<file path="src/design/acs_map.svh">
`ifndef ACS_MAP_SVH
`define ACS_MAP_SVH

// register offsets on the plain register port
`define ACS_OFF_RES_LOW 3'h0
`define ACS_OFF_RES_HIGH 3'h1
`define ACS_OFF_CTRL 3'h2
`define ACS_OFF_INSEL 3'h3
`define ACS_OFF_TRIG 3'h4

// converter_control_register fields
`define ACS_CTRL_EN_BIT 7
`define ACS_CTRL_START_BIT 6
`define ACS_CTRL_AUTO_BIT 5
`define ACS_CTRL_DONE_BIT 4
`define ACS_CTRL_IE_BIT 3
`define ACS_CTRL_DIV_LSB 0

// input_select_register fields
`define ACS_INSEL_REF_LSB 6
`define ACS_INSEL_LEFT_BIT 5
`define ACS_INSEL_CHAN_LSB 0
`define ACS_CHAN_DIFF_FIRST 5'h08

// trigger_control_register fields
`define ACS_TRIG_SRC_LSB 5
`define ACS_TRIG_FREE 3'h0

// reset values
`define ACS_RST_BYTE 8'h00
`define ACS_RST_RESULT 10'h000

// timing in half converter clock cycles, trigger sync in i_mclk cycles
`define ACS_HALF_NORMAL 6'h1A
`define ACS_HALF_FIRST 6'h32
`define ACS_HALF_AUTO 6'h1B
`define ACS_HALF_DIFF 6'h1C
`define ACS_SH_NORMAL 6'h03
`define ACS_SH_FIRST 6'h1B
`define ACS_SH_AUTO 6'h04
`define ACS_SH_DIFF 6'h05
`define ACS_TRIG_SYNC_CYCLES 3

// prescaler: ratio is two to the power of the select, never below two
`define ACS_DIV_MIN_SHIFT 3'h1

`endif

</file>
<file path="src/design/acs_pkg.sv">
package acs_pkg;

    typedef enum logic [1:0] {
        ACS_IDLE = 2'b00,
        ACS_WAIT = 2'b01,
        ACS_CONV = 2'b10
    } acs_state_e;

    typedef struct packed {
        logic [2:0] addr;
        logic [7:0] wdata;
        logic wr;
        logic rd;
    } acs_bus_req_s;

    typedef struct packed {
        logic [1:0] reference;
        logic [4:0] channel;
    } acs_select_s;

endpackage

</file>
<file path="src/design/acs_prescaler.sv">
`include "acs_map.svh"

module acs_prescaler #(
    parameter int CNT_W = 7
) (
    // clock and reset
    input wire logic i_mclk,
    input wire logic i_sys_rst,
    // control
    input wire logic i_run,
    input wire logic i_restart,
    input wire logic [2:0] i_div_sel,
    // converter clock enables
    output logic o_rise_tick,
    output logic o_fall_tick,
    output logic o_half_phase
);
    logic [CNT_W-1:0] cnt_reg;
    logic [2:0] shift;
    logic [CNT_W:0] ratio;
    logic [CNT_W-1:0] limit;
    logic [CNT_W-1:0] mid;

    always_comb
    begin
        shift = (i_div_sel < `ACS_DIV_MIN_SHIFT) ? `ACS_DIV_MIN_SHIFT
                                                 : i_div_sel;
        ratio = (CNT_W+1)'(1) << shift;
        limit = CNT_W'(ratio - (CNT_W+1)'(1));
        mid = CNT_W'((ratio >> 1) - (CNT_W+1)'(1));
    end

    assign o_rise_tick = i_run && !i_restart && (cnt_reg == limit);
    assign o_fall_tick = i_run && !i_restart && (cnt_reg == mid);

    // held in reset while the converter is off
    always_ff @(posedge i_mclk)
    begin
        if (i_sys_rst || !i_run || i_restart)
            cnt_reg <= '0;
        // a smaller ratio written mid-count must not wait for a full wrap
        else if (cnt_reg >= limit)
            cnt_reg <= '0;
        else
            cnt_reg <= cnt_reg + CNT_W'(1);
    end

    // half-rate converter clock
    always_ff @(posedge i_mclk)
    begin
        if (i_sys_rst || !i_run || i_restart)
            o_half_phase <= 1'b0;
        else if (o_rise_tick)
            o_half_phase <= !o_half_phase;
    end

endmodule // acs_prescaler

</file>
<file path="src/design/acs_sequencer.sv">
`include "acs_map.svh"

module acs_sequencer (
    // clock and reset
    input wire logic i_mclk,
    input wire logic i_sys_rst,
    // register port
    input wire acs_pkg::acs_bus_req_s i_bus,
    output logic [7:0] o_rdata,
    // trigger sources, index 0 unused (done flag)
    input wire logic [7:0] i_trigger_sources,
    // analog converter side
    input wire logic [9:0] i_sar_result,
    output logic o_analog_enable,
    output logic o_sample_hold,
    output acs_pkg::acs_select_s o_select,
    output logic o_conv_done_irq
);
    import acs_pkg::*;

    acs_state_e state_reg;
    logic enable_reg;
    logic start_bit_reg;
    logic auto_reg;
    logic done_flag_reg;
    logic irq_en_reg;
    logic [2:0] div_sel_reg;
    logic left_align_reg;
    acs_select_s sel_reg;
    acs_select_s act_sel_reg;
    logic [2:0] trig_src_reg;
    logic [9:0] data_reg;
    logic lock_reg;
    logic first_reg;
    logic [5:0] half_reg;
    logic [5:0] total_reg;
    logic [5:0] sh_point_reg;
    logic trig_prev_reg;
    logic [`ACS_TRIG_SYNC_CYCLES-1:0] trig_pipe_reg;
    logic [9:0] res_meta_reg;
    logic [9:0] res_sync_reg;
    logic sample_reg;
    logic [7:0] rdata_reg;

    logic rise_tick;
    logic fall_tick;
    logic half_phase;
    logic tick;
    logic wr_ctrl;
    logic sw_start;
    logic free_run;
    logic diff_chan;
    logic trig_level;
    logic trig_edge;
    logic fire;
    logic complete;
    logic last_cycle;
    logic track;
    logic rd_low;
    logic rd_high;
    logic [5:0] nx_total;
    logic [5:0] nx_sh;
    logic [7:0] res_low;
    logic [7:0] res_high;

    acs_prescaler #(
        .CNT_W(7)
    ) u_prescaler (
        .i_mclk(i_mclk),
        .i_sys_rst(i_sys_rst),
        .i_run(enable_reg),
        .i_restart(fire),
        .i_div_sel(div_sel_reg),
        .o_rise_tick(rise_tick),
        .o_fall_tick(fall_tick),
        .o_half_phase(half_phase)
    );

    assign tick = rise_tick || fall_tick;
    assign wr_ctrl = i_bus.wr && (i_bus.addr == `ACS_OFF_CTRL);
    assign sw_start = wr_ctrl && i_bus.wdata[`ACS_CTRL_START_BIT]
                      && enable_reg && (state_reg == ACS_IDLE);
    assign free_run = auto_reg && (trig_src_reg == `ACS_TRIG_FREE);
    assign diff_chan = act_sel_reg.channel >= `ACS_CHAN_DIFF_FIRST;
    assign trig_level = i_trigger_sources[trig_src_reg];
    // edges only count while idle and nothing is pending
    assign trig_edge = enable_reg && auto_reg && !free_run && trig_level
                       && !trig_prev_reg && (state_reg == ACS_IDLE)
                       && (trig_pipe_reg == '0);
    assign fire = trig_pipe_reg[`ACS_TRIG_SYNC_CYCLES-1];
    assign complete = (state_reg == ACS_CONV) && tick
                      && (half_reg == 6'(total_reg - 6'h01));
    assign last_cycle = (state_reg == ACS_CONV)
                        && (half_reg >= 6'(total_reg - 6'h02));
    assign track = (state_reg != ACS_CONV) || last_cycle;
    assign rd_low = i_bus.rd && (i_bus.addr == `ACS_OFF_RES_LOW);
    assign rd_high = i_bus.rd && (i_bus.addr == `ACS_OFF_RES_HIGH);

    // length and sample point of the conversion about to start
    always_comb
    begin
        if (first_reg || (fire && diff_chan))
        begin
            nx_total = `ACS_HALF_FIRST;
            nx_sh = `ACS_SH_FIRST;
        end
        else if (fire)
        begin
            nx_total = `ACS_HALF_AUTO;
            nx_sh = `ACS_SH_AUTO;
        end
        else if (diff_chan && ((state_reg == ACS_CONV) || half_phase))
        begin
            nx_total = `ACS_HALF_DIFF;
            nx_sh = `ACS_SH_DIFF;
        end
        else
        begin
            nx_total = `ACS_HALF_NORMAL;
            nx_sh = `ACS_SH_NORMAL;
        end
    end

    // conversion sequence
    always_ff @(posedge i_mclk)
    begin
        if (i_sys_rst || !enable_reg)
        begin
            state_reg <= ACS_IDLE;
            half_reg <= 6'h00;
            total_reg <= `ACS_HALF_NORMAL;
            sh_point_reg <= `ACS_SH_NORMAL;
        end
        else
        begin
            case (state_reg)
                ACS_IDLE:
                begin
                    if (fire)
                    begin
                        state_reg <= ACS_CONV;
                        half_reg <= 6'h00;
                        total_reg <= nx_total;
                        sh_point_reg <= nx_sh;
                    end
                    else if (sw_start)
                        state_reg <= ACS_WAIT;
                end
                ACS_WAIT:
                begin
                    if (rise_tick)
                    begin
                        state_reg <= ACS_CONV;
                        half_reg <= 6'h00;
                        total_reg <= nx_total;
                        sh_point_reg <= nx_sh;
                    end
                end
                ACS_CONV:
                begin
                    if (complete && free_run)
                    begin
                        half_reg <= 6'h00;
                        total_reg <= nx_total;
                        sh_point_reg <= nx_sh;
                    end
                    else if (complete)
                        state_reg <= ACS_IDLE;
                    else if (tick)
                        half_reg <= half_reg + 6'h01;
                end
                default:
                    state_reg <= ACS_IDLE;
            endcase
        end
    end

    // start bit mirrors any conversion in progress
    always_ff @(posedge i_mclk)
    begin
        if (i_sys_rst || !enable_reg)
            start_bit_reg <= 1'b0;
        else if (sw_start || (fire && state_reg == ACS_IDLE))
            start_bit_reg <= 1'b1;
        else if (complete && !free_run)
            start_bit_reg <= 1'b0;
    end

    // first conversion after enabling is extended
    always_ff @(posedge i_mclk)
    begin
        if (i_sys_rst || !enable_reg)
            first_reg <= 1'b1;
        else if ((state_reg == ACS_WAIT && rise_tick) || fire)
            first_reg <= 1'b0;
    end

    // trigger edge detect and cpu-clock synchronisation delay
    always_ff @(posedge i_mclk)
    begin
        if (i_sys_rst)
        begin
            trig_prev_reg <= 1'b0;
            trig_pipe_reg <= '0;
        end
        else
        begin
            trig_prev_reg <= trig_level;
            trig_pipe_reg <= {trig_pipe_reg[`ACS_TRIG_SYNC_CYCLES-2:0],
                              trig_edge};
        end
    end

    // control register fields
    always_ff @(posedge i_mclk)
    begin
        if (i_sys_rst)
        begin
            enable_reg <= 1'b0;
            auto_reg <= 1'b0;
            irq_en_reg <= 1'b0;
            div_sel_reg <= 3'h0;
        end
        else if (wr_ctrl)
        begin
            enable_reg <= i_bus.wdata[`ACS_CTRL_EN_BIT];
            auto_reg <= i_bus.wdata[`ACS_CTRL_AUTO_BIT];
            irq_en_reg <= i_bus.wdata[`ACS_CTRL_IE_BIT];
            div_sel_reg <= i_bus.wdata[`ACS_CTRL_DIV_LSB +: 3];
        end
    end

    // done flag: completion wins over a write-one clear
    always_ff @(posedge i_mclk)
    begin
        if (i_sys_rst)
            done_flag_reg <= 1'b0;
        else if (complete)
            done_flag_reg <= 1'b1;
        else if (wr_ctrl && i_bus.wdata[`ACS_CTRL_DONE_BIT])
            done_flag_reg <= 1'b0;
    end

    // selection and trigger registers
    always_ff @(posedge i_mclk)
    begin
        if (i_sys_rst)
        begin
            sel_reg <= '0;
            left_align_reg <= 1'b0;
            trig_src_reg <= 3'h0;
        end
        else if (i_bus.wr && i_bus.addr == `ACS_OFF_INSEL)
        begin
            sel_reg.reference <= i_bus.wdata[`ACS_INSEL_REF_LSB +: 2];
            sel_reg.channel <= i_bus.wdata[`ACS_INSEL_CHAN_LSB +: 5];
            left_align_reg <= i_bus.wdata[`ACS_INSEL_LEFT_BIT];
        end
        else if (i_bus.wr && i_bus.addr == `ACS_OFF_TRIG)
            trig_src_reg <= i_bus.wdata[`ACS_TRIG_SRC_LSB +: 3];
    end

    // selection seen by the analog side
    always_ff @(posedge i_mclk)
    begin
        if (i_sys_rst)
            act_sel_reg <= '0;
        else if (enable_reg && track)
            act_sel_reg <= sel_reg;
    end

    // result pins come from the analog domain
    always_ff @(posedge i_mclk)
    begin
        if (i_sys_rst)
        begin
            res_meta_reg <= `ACS_RST_RESULT;
            res_sync_reg <= `ACS_RST_RESULT;
        end
        else
        begin
            res_meta_reg <= i_sar_result;
            res_sync_reg <= res_meta_reg;
        end
    end

    // result store, blocked while the byte pair is locked
    always_ff @(posedge i_mclk)
    begin
        if (i_sys_rst)
            data_reg <= `ACS_RST_RESULT;
        else if (complete && !lock_reg)
            data_reg <= res_sync_reg;
    end

    always_ff @(posedge i_mclk)
    begin
        if (i_sys_rst)
            lock_reg <= 1'b0;
        else if (rd_low)
            lock_reg <= 1'b1;
        else if (rd_high)
            lock_reg <= 1'b0;
    end

    always_ff @(posedge i_mclk)
    begin
        if (i_sys_rst)
            sample_reg <= 1'b0;
        else
            sample_reg <= (state_reg == ACS_CONV) && tick
                          && (half_reg == 6'(sh_point_reg - 6'h01));
    end

    // byte alignment
    always_comb
    begin
        if (left_align_reg)
        begin
            res_high = data_reg[9:2];
            res_low = {data_reg[1:0], 6'h00};
        end
        else
        begin
            res_high = {6'h00, data_reg[9:8]};
            res_low = data_reg[7:0];
        end
    end

    // read data stand one cycle after the strobe
    always_ff @(posedge i_mclk)
    begin
        if (i_sys_rst)
            rdata_reg <= `ACS_RST_BYTE;
        else if (i_bus.rd)
        begin
            case (i_bus.addr)
                `ACS_OFF_RES_LOW: rdata_reg <= res_low;
                `ACS_OFF_RES_HIGH: rdata_reg <= res_high;
                `ACS_OFF_CTRL: rdata_reg <= {enable_reg, start_bit_reg,
                    auto_reg, done_flag_reg, irq_en_reg, div_sel_reg};
                `ACS_OFF_INSEL: rdata_reg <= {sel_reg.reference,
                    left_align_reg, sel_reg.channel};
                `ACS_OFF_TRIG: rdata_reg <= {trig_src_reg, 5'h00};
                default: rdata_reg <= `ACS_RST_BYTE;
            endcase
        end
        else
            rdata_reg <= `ACS_RST_BYTE;
    end

    assign o_rdata = rdata_reg;
    assign o_analog_enable = enable_reg;
    assign o_sample_hold = sample_reg;
    assign o_select = act_sel_reg;
    assign o_conv_done_irq = done_flag_reg && irq_en_reg;

    a_start_reads_busy: assert property (@(posedge i_mclk)
        disable iff (i_sys_rst) (state_reg == ACS_CONV) |-> start_bit_reg)
        else $error("start bit low during a conversion");

    a_start_on_edge: assert property (@(posedge i_mclk)
        disable iff (i_sys_rst)
        (state_reg == ACS_WAIT && !rise_tick && enable_reg)
        |=> state_reg != ACS_CONV)
        else $error("software conversion began off a converter edge");

    a_single_clears: assert property (@(posedge i_mclk)
        disable iff (i_sys_rst) (complete && !free_run)
        |=> !start_bit_reg && state_reg == ACS_IDLE)
        else $error("start bit not cleared at completion");

    a_free_restart: assert property (@(posedge i_mclk)
        disable iff (i_sys_rst) (complete && free_run && enable_reg)
        |=> state_reg == ACS_CONV && start_bit_reg && half_reg == 6'h00)
        else $error("free running did not restart");

    a_lock_holds_data: assert property (@(posedge i_mclk)
        disable iff (i_sys_rst) (lock_reg && !rd_high) |=> $stable(data_reg))
        else $error("locked result changed");

    a_lost_sets_flag: assert property (@(posedge i_mclk)
        disable iff (i_sys_rst) complete |=> done_flag_reg)
        else $error("done flag missing after completion");

    a_prescaler_held: assert property (@(posedge i_mclk)
        disable iff (i_sys_rst) !enable_reg |-> !rise_tick && !fall_tick)
        else $error("prescaler ran while disabled");

    a_select_frozen: assert property (@(posedge i_mclk)
        disable iff (i_sys_rst) (state_reg == ACS_CONV && !last_cycle)
        |=> $stable(act_sel_reg))
        else $error("selection changed mid conversion");

    a_trigger_delay: assert property (@(posedge i_mclk)
        disable iff (i_sys_rst) trig_edge |-> ##3 fire)
        else $error("trigger start not three cycles after edge");

    a_edge_dropped: assert property (@(posedge i_mclk)
        disable iff (i_sys_rst) (state_reg == ACS_CONV) |-> !trig_edge)
        else $error("trigger edge accepted during conversion");

endmodule // acs_sequencer

</file>
<file path="config.mk">
export PLATFORM = sky130hd
export DESIGN_NAME = acs_sequencer
export DESIGN_NICKNAME = d
export VERILOG_FILES = /design/src/design/acs_pkg.sv /design/src/design/acs_prescaler.sv /design/src/design/acs_sequencer.sv
export VERILOG_INCLUDE_DIRS = /design/src /design/src/design
export SDC_FILE = /design/constraint.sdc
export NUM_CORES = 1
export LEC_CHECK = 0
export ABC_AREA = 1
export BUFFER_PORTS_ARGS = -buffer_cell sky130_fd_sc_hd__buf_2
export CORE_MARGIN = 4
export CORE_UTILIZATION = 53
export DETAILED_ROUTE_END_ITERATION = 16
export PLACE_DENSITY = 0.76
export SLEW_MARGIN = 15
export SYNTH_ARGS = -nofsm -noshare
export SYNTH_HDL_FRONTEND = slang
export SYNTH_SLANG_ARGS = --single-unit
</file>
<file path="constraint.sdc">
create_clock -name i_mclk -period 2.05 [get_ports i_mclk]
set_input_delay 0.41 -clock i_mclk [delete_from_list [all_inputs] [get_ports i_mclk]]
set_output_delay 0.41 -clock i_mclk [all_outputs]
set_load 0.05 [all_outputs]
</file>
After elaboration in Yosys (flattened, before gate mapping)
Cells that the tools add are included.
{"block": "totals", "register_bits": 99, "in_bits": 33, "output_inout_bits": 18, "elab_cells": 159}
{"block": "classes", "n_addsub": 7, "order_cmp": 5, "eq_ne": 19, "n_shift": 1, "mux": 38, "bitwise": 2, "reduce_logical": 60}
{"op": "$mux 6", "count": 12}
{"op": "$pmux 6 s3", "count": 3}
{"op": "$pmux 8 s5", "count": 1}
{"op": "$logic_and 1x1->1", "count": 32}
{"op": "$mux 8", "count": 2}
{"op": "$mux 3", "count": 5}
{"op": "$eq 7x7->1", "count": 2}
{"op": "$sub 7x1->7 const B", "count": 2}
{"op": "$eq 6x6->1", "count": 2}
{"op": "$ne 2x2->1 const B", "count": 6}
{"op": "$sub 6x1->6 const B", "count": 2}
{"op": "$mux 2", "count": 5}
{"op": "$logic_not 3->1", "count": 3}
{"op": "$ne 3x3->1 const B", "count": 3}
{"op": "$logic_or 1x1->1", "count": 8}
{"op": "$reduce_and 4->1", "count": 2}
{"op": "$shl 1x3->8 const A", "count": 1}
{"op": "$add 7x1->7 const B", "count": 1}
{"op": "$ge 7x7->1", "count": 1}
{"op": "$mux 1", "count": 7}
{"op": "$add 6x1->6 const B", "count": 1}
{"op": "$eq 3x2->1 const B", "count": 2}
{"op": "$ge 6x6->1", "count": 1}
{"op": "$logic_not 1->1", "count": 6}
{"op": "18 further kinds", "count": 22}

Depth between registers and ports, before layout
{"block": "logic_depth", "ltp_word": 12, "ltp_mapped": 17, "depth_no_buf": 17}

By module
From an unflattened synthesis, not the netlist that was laid out.
{"block": "hier_totals", "hier_cells": 674, "area_unflattened_um2": 4869.7}
{"mod": "acs_sequencer", "instances": 1, "cells_each": 533, "area_per_inst_um2": 3902.5}
{"mod": "acs_prescaler", "instances": 1, "cells_each": 141, "area_per_inst_um2": 967.2}

Least setup slack after synthesis
OpenSTA, ideal clock, no wires.
{"block": "synth_path", "path_type": "register to register", "from": "register div_sel_reg[2]", "to": "register data_reg[8]", "setup_time_ps": 118, "arrival_time_ps": 1992, "required_ps": 1932, "setup_slack_ps": -60, "path_stages_with_launch": 14, "path_buffers": 1, "synth_period_minus_slack_ps": 2110, "path_cell_list": "dfxtp_1 -> nand2_2 -> nand2_1 -> inv_1 -> ha_1 -> nand2_1 -> nor2_1 -> nand2_1 -> nor2_1 -> o21bai_4 -> nand3_2 -> buf_4 -> nor3_1 -> nor2_1"}
{"block": "synth_via", "elab_chain_cells": 10, "elab_cells_between_ends": 13, "classes_between": "2 x add/sub; 1 x order compare; 2 x eq/ne; 1 x shift; 1 x mux; 6 x reduce/logical"}
{"element": "start: declaration", "line": "acs_sequencer.sv:27", "rtl": "logic [2:0] div_sel_reg;"}
{"element": "start signal: assignment", "line": "acs_sequencer.sv:229", "rtl": "div_sel_reg <= i_bus.wdata[`ACS_CTRL_DIV_LSB +: 3];"}
{"element": "$lt 3x1->1 (no source line)"}
{"element": "$mux 3 (*)", "line": "acs_prescaler.sv:26", "rtl": "shift = (i_div_sel < `ACS_DIV_MIN_SHIFT) ? `ACS_DIV_MIN_SHIFT"}
{"element": "$shl 1x3->8 (*)", "line": "acs_prescaler.sv:28", "rtl": "ratio = (CNT_W+1)'(1) << shift;"}
{"element": "$sub 7x1->7, on equally long branches", "line": "acs_prescaler.sv:29, acs_prescaler.sv:30"}
{"element": "$eq 7x7->1, on equally long branches", "line": "acs_prescaler.sv:33, acs_prescaler.sv:34"}
{"element": "$logic_and 1x1->1, on equally long branches", "line": "acs_prescaler.sv:33, acs_prescaler.sv:34"}
{"element": "$logic_or 1x1->1 (*)", "line": "acs_sequencer.sv:79", "rtl": "assign tick = rise_tick || fall_tick;"}
{"element": "$logic_and 1x1->1 (*)", "line": "acs_sequencer.sv:91", "rtl": "assign complete = (state_reg == ACS_CONV) && tick"}
{"element": "$logic_and 1x1->1 (*)", "line": "acs_sequencer.sv:92", "rtl": "&& (half_reg == 6'(total_reg - 6'h01));"}
{"element": "$logic_and 1x1->1 (*)", "line": "acs_sequencer.sv:292", "rtl": "else if (complete && !lock_reg)"}
{"element": "end signal: assignment", "line": "acs_sequencer.sv:291", "rtl": "data_reg <= `ACS_RST_RESULT;"}
{"element": "end signal: assignment", "line": "acs_sequencer.sv:293", "rtl": "data_reg <= res_sync_reg;"}
{"element": "end: declaration", "line": "acs_sequencer.sv:32", "rtl": "logic [9:0] data_reg;"}
Mark *: on every way between the ends. The rest lies on a longest branch, timed or not.
A chain may end at the register's enable or synchronous reset.

Worst setup path after layout
{"block": "layout_path", "from": "register div_sel_reg[2]", "to": "register total_reg[2]"}
{"block": "layout_via", "elab_chain_cells": 12, "elab_cells_between_ends": 16, "classes_between": "2 x add/sub; 1 x order compare; 4 x eq/ne; 1 x shift; 1 x mux; 7 x reduce/logical"}
{"element": "$lt 3x1->1 (no source line)"}
{"element": "$mux 3 (*)", "line": "acs_prescaler.sv:26"}
{"element": "$shl 1x3->8 (*)", "line": "acs_prescaler.sv:28"}
{"element": "$sub 7x1->7, on equally long branches", "line": "acs_prescaler.sv:29, acs_prescaler.sv:30"}
{"element": "$eq 7x7->1, on equally long branches", "line": "acs_prescaler.sv:33, acs_prescaler.sv:34"}
{"element": "$logic_and 1x1->1, on equally long branches", "line": "acs_prescaler.sv:33, acs_prescaler.sv:34"}
{"element": "$logic_or 1x1->1", "line": "acs_sequencer.sv:79"}
{"element": "$logic_and 1x1->1", "line": "acs_sequencer.sv:91"}
{"element": "$logic_and 1x1->1", "line": "acs_sequencer.sv:92"}
{"element": "$logic_and 1x1->1", "line": "acs_sequencer.sv:161", "rtl": "if (complete && free_run)"}
{"element": "$ne 2x2->1 (no source line)"}
{"element": "$reduce_and 4->1 (no source line) (*)"}
{"element": "end signal: assignment", "line": "acs_sequencer.sv:131", "rtl": "total_reg <= `ACS_HALF_NORMAL;"}
{"element": "end signal: assignment", "line": "acs_sequencer.sv:155", "rtl": "total_reg <= nx_total;"}
{"element": "end signal: assignment", "line": "acs_sequencer.sv:164", "rtl": "total_reg <= nx_total;"}
{"element": "end: declaration", "line": "acs_sequencer.sv:36", "rtl": "logic [5:0] total_reg;"}
Marks and branches as above.

==> impl_metrics.py <==
metrics = {
    "sta": {
        "rsz0062_at_grt": "true",
        "setup_violations": 34,
        "setup_ws_ns": -0.201,
        "whs_ns": 0.234,
        "max_freq_mhz": 444,
        "hold_viol_final": 0,
        "slew_viol_final": 0,
        "finClkSkew_ns": 0.0143,
        "maxSlewHeadroom_pct": 53.4,
        "worst_pin_slew_ns": 0.698,
        "finalCritPeriodShare_pct": 110,
        "min_period_ns": 2.25,
    },
    "synthesis": {
        "ys_warn_count": 0,
        "netlist_top_cells_count": "102 x nand2_1, 96 x inv_1, 95 x dfxtp_1",
        "yosysMostFrequentCell": "nand2_1",
        "synth_cells": 632,
        "yosysTopAreaCell": "dfxtp_1",
        "synth_cell_types": 43,
        "yosys_most_used_dff": "dfxtp_1",
        "yosysTopAreaCellShare_pct": 41.3,
        "synth_edf_count": 0,
        "ys_ff_latch": 95,
        "avgSynthCellArea_um2": 7.29,
        "netlist_area_um2": 4610,
        "synth_fp_nets": 685,
        "yosys-top-cells-area": "dfxtp_1 41%, nand2_1 8.3%, inv_1 7.8%",
        "synthArstFlopShare_pct": 0,
        "synth_seq_area_share_pct": 41.3,
    },
    "power_and_ir_drop": {
        "powerDensity_nw_per_um2": 569,
        "pwr-share-comb_pct": 8.6,
        "pwr-share-seq_pct": 55.0,
        "power_frac_clock_pct": 36.4,
        "netSwitchingFraction_pct": 28.6,
        "leakagePower_uw": 0.00272,
        "vdd_drop_max_mv": 0.573,
        "p_int_uw": 2490,
        "switching_power_uw": 994,
    },
    "floorplan": {
        "die-area_um2": 10200,
        "coreArea_um2": 8340,
        "rows": 33,
        "ios": 51,
        "die_y_um": 101,
        "dieWidth_um": 101,
        "start_util_pct": 55.2,
    },
    "setup_path": {
        "critPathRequiredTime_ns": 2.31,
        "cpMostUsedCell": "nand2_4",
        "critical_path_class": "flip-flop to flip-flop",
        "arrival_ns": 2.51,
        "r2r.worst_path.cells": 15,
        "max_stage_delay_ns": 0.46,
        "r2r-end": "total_reg[2]",
        "cp-endpoint": "total_reg[2]",
        "r2r_start": "div_sel_reg[2]",
        "worstSetupStartpointType": "flip-flop",
        "startpoint": "div_sel_reg[2]",
        "rrSetupSlack_ns": -0.20,
        "worstSetupPathDepth": 15,
        "crit_chain": "nand2_4 > nand2_4 > inv_4 > ha_4 > nand2_2 > nor2_2 > nand2_2 > nor2_4 > o21bai_4 > buf_12 > nand4_4 > nand2_4 > nand2_8 > nand2_4 > a21oi_2",
        "path_max_fanout": 8,
        "crit_family": "simple AND/OR/NAND/NOR gates",
        "slowest_stage": "dfxtp_4",
        "critPathBufInv": 2,
        "cp-end-kind": "flip-flop",
    },
    "run_status": {
        "violations": "setup timing",
        "status": "finished with violations",
    },
    "cells_and_area": {
        "drive_gt1_share_pct": 30.7,
        "nNetsFinal": 794,
        "num_antenna_cells": 0,
        "fillers": 612,
        "syn2layout_area_growth_pct": 33.0,
    },
    "clocking": {
        "cts_max_path_buffers": 2,
        "htree_levels": 3,
        "cts_sinks": 95,
        "cts_inserted_buffers": 9,
        "clk_pin_slew_worst_paths_ns": 0.11,
        "clock_latency_ns": 0.37,
        "cts_tree": "done",
        "cts.root.buffer_cell": "clkbuf_8",
    },
    "route": {
        "route.detailed.drc": 0,
        "vias_per_cell": 5.56,
        "vias": 4728,
        "ant_nets": 0,
        "first_pass_iters": 7,
        "wl_per_cell_um": 15.6,
        "wl_um": 13300,
        "drt_iter0_drc": 350,
    },
    "worst_hold_path": {
        "min_path_type": "input pin to flip-flop",
    },
    "grt": {
        "grt_overflow": 0,
        "antenna_found_initial": 0,
        "grt_pass1_wl_um": 20400,
        "gr-usage-all-layers_pct": 24.5,
        "grt_pass1_vias": 4476,
        "grt_max_degree": 22,
    },
    "place": {
        "io_buffers": 50,
        "hpwlAfterDp_um": 8850,
        "gp_congestion": 0.911,
        "dpl_worst_slack_ns": -0.180,
    },
    "job": {
        "drv_cap": 0,
    },
}
stage by stage:
stage | utilization, % | std cells | setup TNS [ns] | area (um2) | power (uW)
floorplan | - | 632 | 0 | 4610 | 2100
global placement | 63.7 | 820 | -1.08 | 5310 | 2200
detailed placement | 63.7 | 820 | -3.95 | 5310 | 2200
CTS | 69.2 | 842 | -1.93 | 5770 | 3470
global route | 73.4 | 851 | -7.78 | 6120 | 3600
finish | 73.4 | 851 | -4.32 | 6120 | 3480
worst register-to-register path: cells and delay by family, from the launching register on:
| family | cells | cell delay, ns |
|---|---|---|
| and+or+nand+nor | 10 | 1.05 |
| adders and majority gates | 1 | 0.26 |
| AOI/OAI and AO/OA | 2 | 0.20 |
| buffers and inverters | 2 | 0.18 |
| DFF | 1 | 0.46 |
worst min-delay path by stage:
stage / startpoint / endpoint / cells after the start
floorplan: res_meta_reg[0] / res_sync_reg[0] / 2
global placement: res_meta_reg[2] / res_sync_reg[2] / 2
detailed placement: res_meta_reg[3] / res_sync_reg[3] / 2
CTS: i_sar_result[7] / res_meta_reg[7] / 3
global route: i_sar_result[4] / res_meta_reg[4] / 3
finish: i_sar_result[7] / res_meta_reg[7] / 3
placed cells by master (no fill, tap or decap), drive strengths merged, types with 16 or more instances in the layout:
master  count
ha         20
buf       108
o21ai      50
nand2     109
dfxtp      95
nor2       98
nand3      29
inv       103
nor3       16
a21oi      47
metal layers:
layer | up-vias | GRT usage (%) | share of wire (%)
met5 | - | 0 | 0
met4 | 0 | 8.49 | 2.8
met3 | 42 | 4.96 | 7.4
met2 | 230 | 40.8 | 48
met1 | 2172 | 31.6 | 41
li1 | 2284 | - | -
final cells by class:
cell class,instances,area [um2],area share (%)
Timing Repair inverter,1,6.26,0.102
Tap cell,105,131,2.15
Clock inverter,7,83.8,1.37
Multi-Input combinational cell,425,2700,44.1
Clock buffer,9,124,2.02
Timing Repair Buffer,109,771,12.6
Inverter,100,390,6.38
Sequential cell,95,1920,31.3
kinds of logic (layout without fill, tap and decap cells):
kind of cell | after synthesis | after routing | synth area share [%]
AOI/OAI and AO/OA | 125 | 125 | 15.5
DFF | 95 | 95 | 41.3
other | 1 | 1 | 0.0814
adders and majority gates | 20 | 20 | 5.43
buffers and inverters | 113 | 226 | 9.29
and+or+nand+nor | 269 | 270 | 26.6
muxes | 1 | 1 | 0.244
xor gates and xnor gates | 8 | 8 | 1.52
repair_timing:
item | CTS | global route
gates cloned | 1 | 2
pin swaps | 23 | 30
endpoints found under the hold margin | 0 | 0
resized for setup | 53 | 63
setup buffers | 5 | 8
hold buffers | 0 | 0
setup endpoints to repair | 38 | 43
power groups by stage:
stage | clock network, uW | registers [uW] | logic [uW]
after global routing | 1360 | 1920 | 329
final | 1270 | 1910 | 300
after floorplan | 0 | 1970 | 129
after global placement | 0 | 1950 | 246
after CTS | 1280 | 1910 | 269
after detailed placement | 0 | 1950 | 251
No activity file was read; power rests on OpenSTA's default activity.
